$ cat config.mk
export PLATFORM = sky130hd
export DESIGN_NAME = icpc_config
export DESIGN_NICKNAME = d
export VERILOG_FILES = /design/src/common/icpc_pkg.sv /design/src/design/icpc_config.sv
export SDC_FILE = /design/constraint.sdc
export NUM_CORES = 1
export LEC_CHECK = 0
export BUFFER_PORTS_ARGS = -buffer_cell sky130_fd_sc_hd__buf_2
export CORE_MARGIN = 1.5
export CORE_UTILIZATION = 43
export DETAILED_ROUTE_END_ITERATION = 10
export GPL_ROUTABILITY_DRIVEN = 0
export HOLD_SLACK_MARGIN = 0.15
export PLACE_DENSITY_LB_ADDON = 0.15
export REMOVE_ABC_BUFFERS = 1
export SYNTH_ARGS = -nofsm -noshare
export SYNTH_HDL_FRONTEND = slang
export SYNTH_SLANG_ARGS = --single-unit
$ cat constraint.sdc
create_clock -name clk_i -period 2.25 [get_ports clk_i]
set_clock_uncertainty 0.15 [all_clocks]
set_input_delay 0.225 -clock clk_i [delete_from_list [all_inputs] [get_ports clk_i]]
set_output_delay 0.225 -clock clk_i [all_outputs]
set_load 0.03 [all_outputs]
$ cat src/common/icpc_pkg.sv
package icpc_pkg;

  // ---------------------------------------------------------------
  // Configuration register field positions
  // ---------------------------------------------------------------
  localparam int unsigned BIT_CLKOUT_SEL_B   = 4;
  localparam int unsigned BIT_TRACE_EN       = 5;
  localparam int unsigned BIT_CLKOUT_SEL_E   = 6;
  localparam int unsigned BIT_PRECHARGE_OFF  = 7;
  localparam int unsigned BIT_DOZE_EN        = 8;
  localparam int unsigned BIT_NAP_EN         = 9;
  localparam int unsigned BIT_SLEEP_EN       = 10;
  localparam int unsigned BIT_DYN_PWR_EN     = 11;
  localparam int unsigned BIT_ICACHE_EN      = 16;
  localparam int unsigned BIT_DCACHE_EN      = 17;

  // ---------------------------------------------------------------
  // Write mask and reset value (bits 4..11, 16..17 writable)
  // ---------------------------------------------------------------
  localparam logic [31:0] CFG_WRITE_MASK     = 32'h0003_0FF0;
  localparam logic [31:0] CFG_RESET_VALUE    = 32'h0000_0000;

  // ---------------------------------------------------------------
  // Timing
  // ---------------------------------------------------------------
  localparam int unsigned CLK_PERIOD_NS      = 10;
  localparam logic [2:0]  SLEEP_ENTRY_CYCLES = 3'h4;

  // Clock-out modes from the two select bits and hard reset
  typedef enum logic [1:0]
  {
    ICPC_CLKOUT_OFF,
    ICPC_CLKOUT_CORE,
    ICPC_CLKOUT_HALF,
    ICPC_CLKOUT_BUS
  } icpc_clkout_t;

  // Power state
  typedef enum logic [2:0]
  {
    ICPC_PWR_RUN,
    ICPC_PWR_DOZE,
    ICPC_PWR_NAP,
    ICPC_PWR_QUIESCE,
    ICPC_PWR_ENTER,
    ICPC_PWR_SLEEP
  } icpc_pwr_t;

  // Software write port
  typedef struct packed
  {
    logic        we;
    logic [31:0] wdata;
  } icpc_wr_t;

  // Per-cache access request from the core
  typedef struct packed
  {
    logic req;
    logic burst;
    logic xlat_inhibit;
    logic snoop;
  } icpc_acc_t;

  // Per-cache routed access
  typedef struct packed
  {
    logic cache_use;
    logic tag_use;
    logic bus_req;
    logic bus_burst;
    logic cache_inhibit_out;
    logic snoop_take;
  } icpc_route_t;

  // All module state except the trace data register
  typedef struct packed
  {
    logic [31:0]  cfg;
    icpc_pwr_t    pwr;
    logic [2:0]   cnt;
    logic         ack_s1;
    logic         ack_s2;
    logic         hrst_s1;
    logic         hrst_s2;
    icpc_clkout_t clk_mode;
    logic         clk_drive;
    logic         retry_oe;
    logic         retry_prev;
  } icpc_state_t;

endpackage

$ cat src/design/icpc_config.sv
`timescale 1ns/100ps

module icpc_config
  import icpc_pkg::*;
(
  // Clock and reset
  input  wire logic                   clk_i,
  input  wire logic                   nrst_i,
  // Register access
  input  wire icpc_pkg::icpc_wr_t     cfg_wr_i,
  output logic [31:0]                 cfg_rdata_o,
  // Machine state power-save bit
  input  wire logic                   low_power_arm_i,
  // Pins from outside
  input  wire logic                   hard_reset_in_n_i,
  input  wire logic                   quiesce_ack_n_i,
  input  wire logic                   address_retry_in_n_i,
  // Retry pin drive, high while driving
  output logic                        address_retry_o,
  output logic                        address_retry_oe_o,
  // Core asserts retry this cycle
  input  wire logic                   retry_assert_i,
  // Clock output control
  output icpc_pkg::icpc_clkout_t      clkout_mode_o,
  output logic                        clkout_drive_o,
  // Emulator trace outputs
  input  wire logic [7:0]             trace_data_i,
  output logic [7:0]                  trace_data_o,
  output logic                        trace_oe_o,
  // Power management
  output logic                        quiesce_request_n_o,
  output logic                        doze_o,
  output logic                        nap_o,
  output logic                        sleep_o,
  output logic                        snoop_clk_en_o,
  output logic                        core_clk_en_o,
  // Unit idle gating
  input  wire logic [3:0]             unit_idle_i,
  output logic [3:0]                  unit_gate_o,
  // Instruction and data cache routing
  input  wire icpc_pkg::icpc_acc_t    iacc_i,
  input  wire icpc_pkg::icpc_acc_t    dacc_i,
  output icpc_pkg::icpc_route_t       iroute_o,
  output icpc_pkg::icpc_route_t       droute_o
);
  import icpc_pkg::*;

  icpc_state_t s_reg;
  icpc_state_t s_next;
  logic [7:0]  trace_reg;

  // ---------------------------------------------------------------
  // Helpers
  // ---------------------------------------------------------------

  // Disabled cache becomes a single-beat pass-through
  function automatic icpc_route_t route(input logic en,
                                        input icpc_acc_t a);
    icpc_route_t r;
    r.cache_use  = en & a.req;
    r.tag_use    = en & a.req;
    r.bus_req    = a.req & (~en | a.xlat_inhibit);
    r.bus_burst  = en & a.burst & ~a.xlat_inhibit;
    // Translation's inhibit, not the forced one
    r.cache_inhibit_out = a.req & a.xlat_inhibit;
    r.snoop_take = en & a.snoop;
    return r;
  endfunction

  // Clock-out mode from select bits; off during hard reset
  function automatic icpc_clkout_t clk_sel(input logic hrst,
                                           input logic b,
                                           input logic e);
    icpc_clkout_t m;
    if (hrst)
      m = ICPC_CLKOUT_OFF;
    else
      m = icpc_clkout_t'({e, b});
    return m;
  endfunction

  // ---------------------------------------------------------------
  // Power state decode
  // ---------------------------------------------------------------

  // Bit order: request, doze, nap, sleep, snoop clock, core clock
  function automatic logic [5:0] pwr_decode(input icpc_pwr_t p);
    logic [5:0] f;
    f = 6'h03;
    case (p)
      ICPC_PWR_RUN:
      begin
        // Everything clocked
        f = 6'h03;
      end
      ICPC_PWR_DOZE:
      begin
        // Core stopped, snooping still served
        f = 6'h12;
      end
      ICPC_PWR_NAP:
      begin
        // Only the timebase side keeps running
        f = 6'h08;
      end
      ICPC_PWR_QUIESCE:
      begin
        // Still running while the system decides
        f = 6'h23;
      end
      ICPC_PWR_ENTER:
      begin
        // Request held; core drains its last work
        f = 6'h23;
      end
      ICPC_PWR_SLEEP:
      begin
        // Request held so the system may stop the clock
        f = 6'h24;
      end
      default:
      begin
        // Unused codes behave as run
        f = 6'h03;
      end
    endcase
    return f;
  endfunction

  // ---------------------------------------------------------------
  // Next-state logic
  // ---------------------------------------------------------------

  // Register, synchronisers, power sequence, pin control
  always_comb
  begin
    s_next = s_reg;

    // Reserved and unused bits never store
    if (cfg_wr_i.we)
    begin
      s_next.cfg = cfg_wr_i.wdata & CFG_WRITE_MASK;
    end

    // Two flip-flops for pins; only stage 2 is read
    s_next.ack_s1  = ~quiesce_ack_n_i;
    s_next.ack_s2  = s_reg.ack_s1;
    s_next.hrst_s1 = ~hard_reset_in_n_i;
    s_next.hrst_s2 = s_reg.hrst_s1;

    s_next.clk_mode  = clk_sel(s_reg.hrst_s2,
                               s_reg.cfg[BIT_CLKOUT_SEL_B],
                               s_reg.cfg[BIT_CLKOUT_SEL_E]);
    s_next.clk_drive = (s_next.clk_mode != ICPC_CLKOUT_OFF);

    // Precharge: drive high one cycle after own assertion ends
    s_next.retry_prev = retry_assert_i;
    s_next.retry_oe   = retry_assert_i |
                        (s_reg.retry_prev &
                         ~s_reg.cfg[BIT_PRECHARGE_OFF]);

    // Power mode sequence
    case (s_reg.pwr)
      ICPC_PWR_RUN:
      begin
        s_next.cnt = '0;
        if (low_power_arm_i)
        begin
          if (s_reg.cfg[BIT_SLEEP_EN])
            s_next.pwr = ICPC_PWR_QUIESCE;
          else if (s_reg.cfg[BIT_NAP_EN])
            s_next.pwr = ICPC_PWR_NAP;
          else if (s_reg.cfg[BIT_DOZE_EN])
            s_next.pwr = ICPC_PWR_DOZE;
        end
      end
      ICPC_PWR_DOZE, ICPC_PWR_NAP:
      begin
        if (!low_power_arm_i)
          s_next.pwr = ICPC_PWR_RUN;
      end
      ICPC_PWR_QUIESCE:
      begin
        // Acknowledge is the system's decision to allow sleep
        if (!low_power_arm_i)
          s_next.pwr = ICPC_PWR_RUN;
        else if (s_reg.ack_s2)
          s_next.pwr = ICPC_PWR_ENTER;
      end
      ICPC_PWR_ENTER:
      begin
        // Short drain before gating the core
        s_next.cnt = s_reg.cnt + 3'h1;
        if (s_reg.cnt == SLEEP_ENTRY_CYCLES - 3'h1)
          s_next.pwr = ICPC_PWR_SLEEP;
      end
      ICPC_PWR_SLEEP:
      begin
        // Clock may stop here; system handles PLL bypass first
        if (!low_power_arm_i)
          s_next.pwr = ICPC_PWR_RUN;
      end
      default:
      begin
        s_next.pwr = ICPC_PWR_RUN;
      end
    endcase
  end

  // ---------------------------------------------------------------
  // State registers
  // ---------------------------------------------------------------

  // Cache enables come up zero with the rest
  always_ff @(posedge clk_i or negedge nrst_i)
  begin
    if (!nrst_i)
    begin
      s_reg           <= '0;
      s_reg.cfg       <= CFG_RESET_VALUE;
      s_reg.pwr       <= ICPC_PWR_RUN;
      s_reg.clk_mode  <= ICPC_CLKOUT_OFF;
    end
    else
    begin
      s_reg <= s_next;
    end
  end

  // Trace data registered only when enabled
  always_ff @(posedge clk_i or negedge nrst_i)
  begin
    if (!nrst_i)
      trace_reg <= 8'h00;
    else if (s_reg.cfg[BIT_TRACE_EN])
      trace_reg <= trace_data_i;
  end

  // ---------------------------------------------------------------
  // Outputs
  // ---------------------------------------------------------------

  // Register readback; reserved bits are zero by storage
  assign cfg_rdata_o = s_reg.cfg;

  assign clkout_mode_o  = s_reg.clk_mode;
  assign clkout_drive_o = s_reg.clk_drive;

  assign trace_data_o = trace_reg;
  assign trace_oe_o   = s_reg.cfg[BIT_TRACE_EN];

  // Low while asserting, high at every other time; the level
  // comes from a flop so it never leads the registered enable
  assign address_retry_o    = ~s_reg.retry_prev;
  assign address_retry_oe_o = s_reg.retry_oe;

  // Power outputs from the decoded state
  logic [5:0] pwr_flags;
  assign pwr_flags = pwr_decode(s_reg.pwr);

  assign quiesce_request_n_o = ~pwr_flags[5];
  assign doze_o              = pwr_flags[4];
  assign nap_o               = pwr_flags[3];
  assign sleep_o             = pwr_flags[2];
  // Snooping survives doze only
  assign snoop_clk_en_o      = pwr_flags[1];
  assign core_clk_en_o       = pwr_flags[0];

  // Gating only on idle units, so timing is unchanged
  assign unit_gate_o = unit_idle_i & {4{s_reg.cfg[BIT_DYN_PWR_EN]}};

  // Cache routing
  assign iroute_o = route(s_reg.cfg[BIT_ICACHE_EN], iacc_i);
  assign droute_o = route(s_reg.cfg[BIT_DCACHE_EN], dacc_i);

  // Pin not otherwise read; external restore is the system's duty
  logic retry_seen_unused;
  assign retry_seen_unused = address_retry_in_n_i;

endmodule

==> PnR_summary.wiki <==
{| class="wikitable"
! Metric !! Value
|-
| Dominant cells by area after synthesis || dfrtp_1, buf_4, mux2_1
|-
| Total DRC errors in the routed layout || 0
|-
| Worst-case vdd ir drop || 0.000483 V
|-
| Number of clock buffers inserted by TritonCTS || 5
|-
| Overflow after GRT || 0
|-
| Post-placement worst setup slack || 0.771 ns
|-
| Distinct cell type count after synthesis || 31
|-
| Cell type of the slowest stage on the worst timing path || dfrtp_1
|-
| Clock tree from TritonCTS || yes
|-
| Placement row count || 22
|-
| Reg2reg end || s_reg[11]
|-
| Final Routed Wirelength || 3530 um
|-
| First DRT Iteration DRCs || 33
|-
| Clock net sink count || 33
|-
| Sink of the worst hold path || cfg_rdata_o[7]
|-
| Final period utilization || 80.1%
|-
| I/O pins || 128
|-
| First-pass GRT wire length || 5350 um
|-
| Area taken by multi-input logic gates || 603 um^2
|-
| Final worst slack || 0.447 ns
|-
| Antenna fix cells || 0
|-
| Maximum level of the CTS H-tree || 2
|-
| Buffers plus inverters on the worst setup path || 1
|-
| RSZ-0062 raised after global routing || no
|-
| Vias in the first global route || 1,240
|-
| Post-DR vias/cell || 4.49
|-
| Crit Path Max Fanout || 9
|-
| Startpoint of the tightest hold check path || cfg_wr_i[32]
|-
| Delay of the slowest cell on the worst path || 0.48 ns
|-
| Number of buffers inserted by post-CTS setup repair || 0
|-
| Total Neg Setup Slack || 0 ns
|-
| Buffer depth of the longest clock path || 2
|-
| Total Die Area || 4330 um^2
|-
| Number of hold buffers added after CTS || 23
|-
| FILL cells || 324
|-
| Ordered cell list for the critical path || nand2b_1 -> nor2_1 -> nor2_1 -> buf_2
|-
| Data required time at the worst endpoint || 1.88 ns
|-
| Worst hold-check slack || 0.174 ns
|-
| Clock tree root driver cell || clkbuf_8
|-
| Skew-Pair Late Insertion Delay || 0.28 ns
|-
| Seq/Total Area, Yosys || 48.7%
|-
| Synthesis-to-finish area growth || 35.2%
|-
| Number of nets still failing antenna checks after routing || 0
|-
| Starting utilization of the core area || 45.6%
|-
| Setup slack of the most critical reg-to-reg path || 0.93 ns
|-
| Worst min path class || input port to register
|-
| Slew HR || 51.2%
|-
| Drt pass-1 iters || 4
|-
| Final-report hold violation count || 0
|-
| Number of max-cap violations || 0
|-
| Minimum clock period after layout || 1.80 ns
|-
| Post-synth top area cell || dfrtp_1
|-
| FMAX || 555 MHz
|-
| Post-Syn Instances || 155
|-
| Wire per inst || 11.9 um
|-
| Share of the core filled with cells || 61.6%
|-
| Avg Synthesized Cell Area || 10.9 um^2
|-
| PortBufs || 82
|-
| Count of warnings emitted by yosys || 0
|-
| Antenna violations before repair || 0
|-
| Total via count in the routed design || 1,330
|-
| Number of nets in the finished design || 309
|-
| Final Max Tran Viols || 0
|-
| Post-cts sizing count || 0
|-
| Die height || 65.8 um
|-
| Seq. cell area || 826 um^2
|-
| Category of the most critical setup path || register to output port
|-
| Run status || complete, no violations
|-
| Estimated wirelength of the detail-placed design || 2470 um
|-
| CORE AREA || 3720 um^2
|-
| Power per Cell Area || 871 nW/um^2
|-
| Clock transition at path regs || 0.07 ns
|-
| Yosys reg bits || 33
|-
| Cell type with the highest occurrence count on the critical path || nor2_1
|-
| Number of flip-flops in the largest register || 10
|-
| Critical path capture point type || output port
|-
| Arrival time of the worst setup path || 1.43 ns
|-
| Static leakage || 0.00121 uW
|-
| Global-route total usage across every layer || 16.7%
|-
| Count of endpoints failing setup in the final report || 0
|-
| Transition time of the tightest slew-check pin || 0.732 ns
|-
| Largest net degree at the start of global routing || 34
|-
| Worst reg2reg startpoint || s_reg[9]
|-
| Layout cells sized above 1 || 37.5%
|-
| Dominant delay contributor by cell family on the critical path || simple AND/OR/NAND/NOR gates
|-
| Post-synthesis instance area || 1690 um^2
|-
| Die Width || 65.8 um
|-
| Hold Path Stages || 3
|-
| Worst Reg2Reg Path Length in Cells || 4
|-
| Startpoint types || register
|-
| Area fraction of the dominant cell type after synthesis || 48.7%
|}
[placed cells by master (no fill, tap or decap), drive strengths merged, types with 2 or more instances in the layout]
master        n
nand3b        2
mux2         17
buf          82
a21oi         2
conb         22
inv          10
o21ai         7
nor2          3
dlygate4sd3  23
clkbuf        6
ha            2
nor2b         4
nand3         2
dfrtp        33
and2         11
nor3          2
and3          2
nand2         5
a21boi        2
nand2b        2
[cell type report]
cell class	instances	area share (%)
clock buffer	6	3.61
clock inverter	2	1.64
inverter	10	1.75
multi-input combinational	92	26.3
sequential	33	36.1
tap	48	2.62
timing repair buffer	105	28.0
[worst reg2reg max path, stage by stage, from the launching register on]
cell and delay [ns]:
dfrtp_1 0.39, ha_1 0.20, ha_1 0.26, nand3b_1 0.15, o21ai_0 0.08
[metrics by stage]
| step | power, uW | cell area [um^2] | std cells |
|---|---|---|---|
| 5_1_grt | 2110 | 2290 | 296 |
| 6_report | 1990 | 2290 | 296 |
| 3_5_place_dp | 1390 | 1940 | 265 |
| 4_1_cts | 2010 | 2290 | 296 |
| 3_3_place_gp | 1380 | 1940 | 265 |
| 2_1_floorplan | 1190 | 1470 | 135 |
[Yosys cell counts]
cell type  number
nor2b_1         4
ha_1            2
nor3_1          2
buf_6           1
dfrtp_1        33
a21o_1          1
nand2_1         5
o2111ai_1       1
o21ba_1         1
inv_1           9
a21oi_1         2
and3_1          2
buf_2           3
a31oi_1         1
or2_1           1
conb_1          1
inv_4           1
nand2b_4        1
a21boi_0        2
mux2_2          1
o21ai_1         2
nand3_1         2
nand3b_1        2
o21ai_0         5
mux2_1         16
nand2b_1        1
and2_1         11
buf_4          37
o211ai_1        1
nor2_1          3
or3_1           1
[worst max path at each step]
stage | startpoint | endpoint | cells past startpoint
detailed placement | s_reg[14] | snoop_clk_en_o | 4
CTS | s_reg[14] | snoop_clk_en_o | 4
finish | s_reg[14] | snoop_clk_en_o | 4
global route | s_reg[14] | sleep_o | 3
floorplan | s_reg[14] | snoop_clk_en_o | 3
global placement | s_reg[14] | snoop_clk_en_o | 4
[cells by family after synthesis]
logic type / after synthesis / share of synthesized area [%]
buffers and inverters: 51 / 20.3
and+or+nand+nor: 35 / 12.0
DFF: 33 / 48.7
muxes: 17 / 11.3
AOI/OAI and AO/OA: 16 / 5.91
adders and majority gates: 2 / 1.48
other: 1 / 0.221
[per-layer routing]
metal | vias to the layer above | track usage (%) | wire (um)
li1 | 630 | - | -
met1 | 616 | 17.8 | 1300
met2 | 81 | 30.8 | 1880
met3 | 3 | 5.96 | 329
met4 | 0 | 4.69 | 23
met5 | - | 0 | 0
[power breakdown]
part / total, uW / switching (uW) / internal (uW) / leakage, uW
registers: 754 / 87.5 / 667 / 0.000399
logic: 658 / 442 / 216 / 0.000753
clock network: 582 / 222 / 360 / 0.0000574
Power figures use the tool's default switching activity.
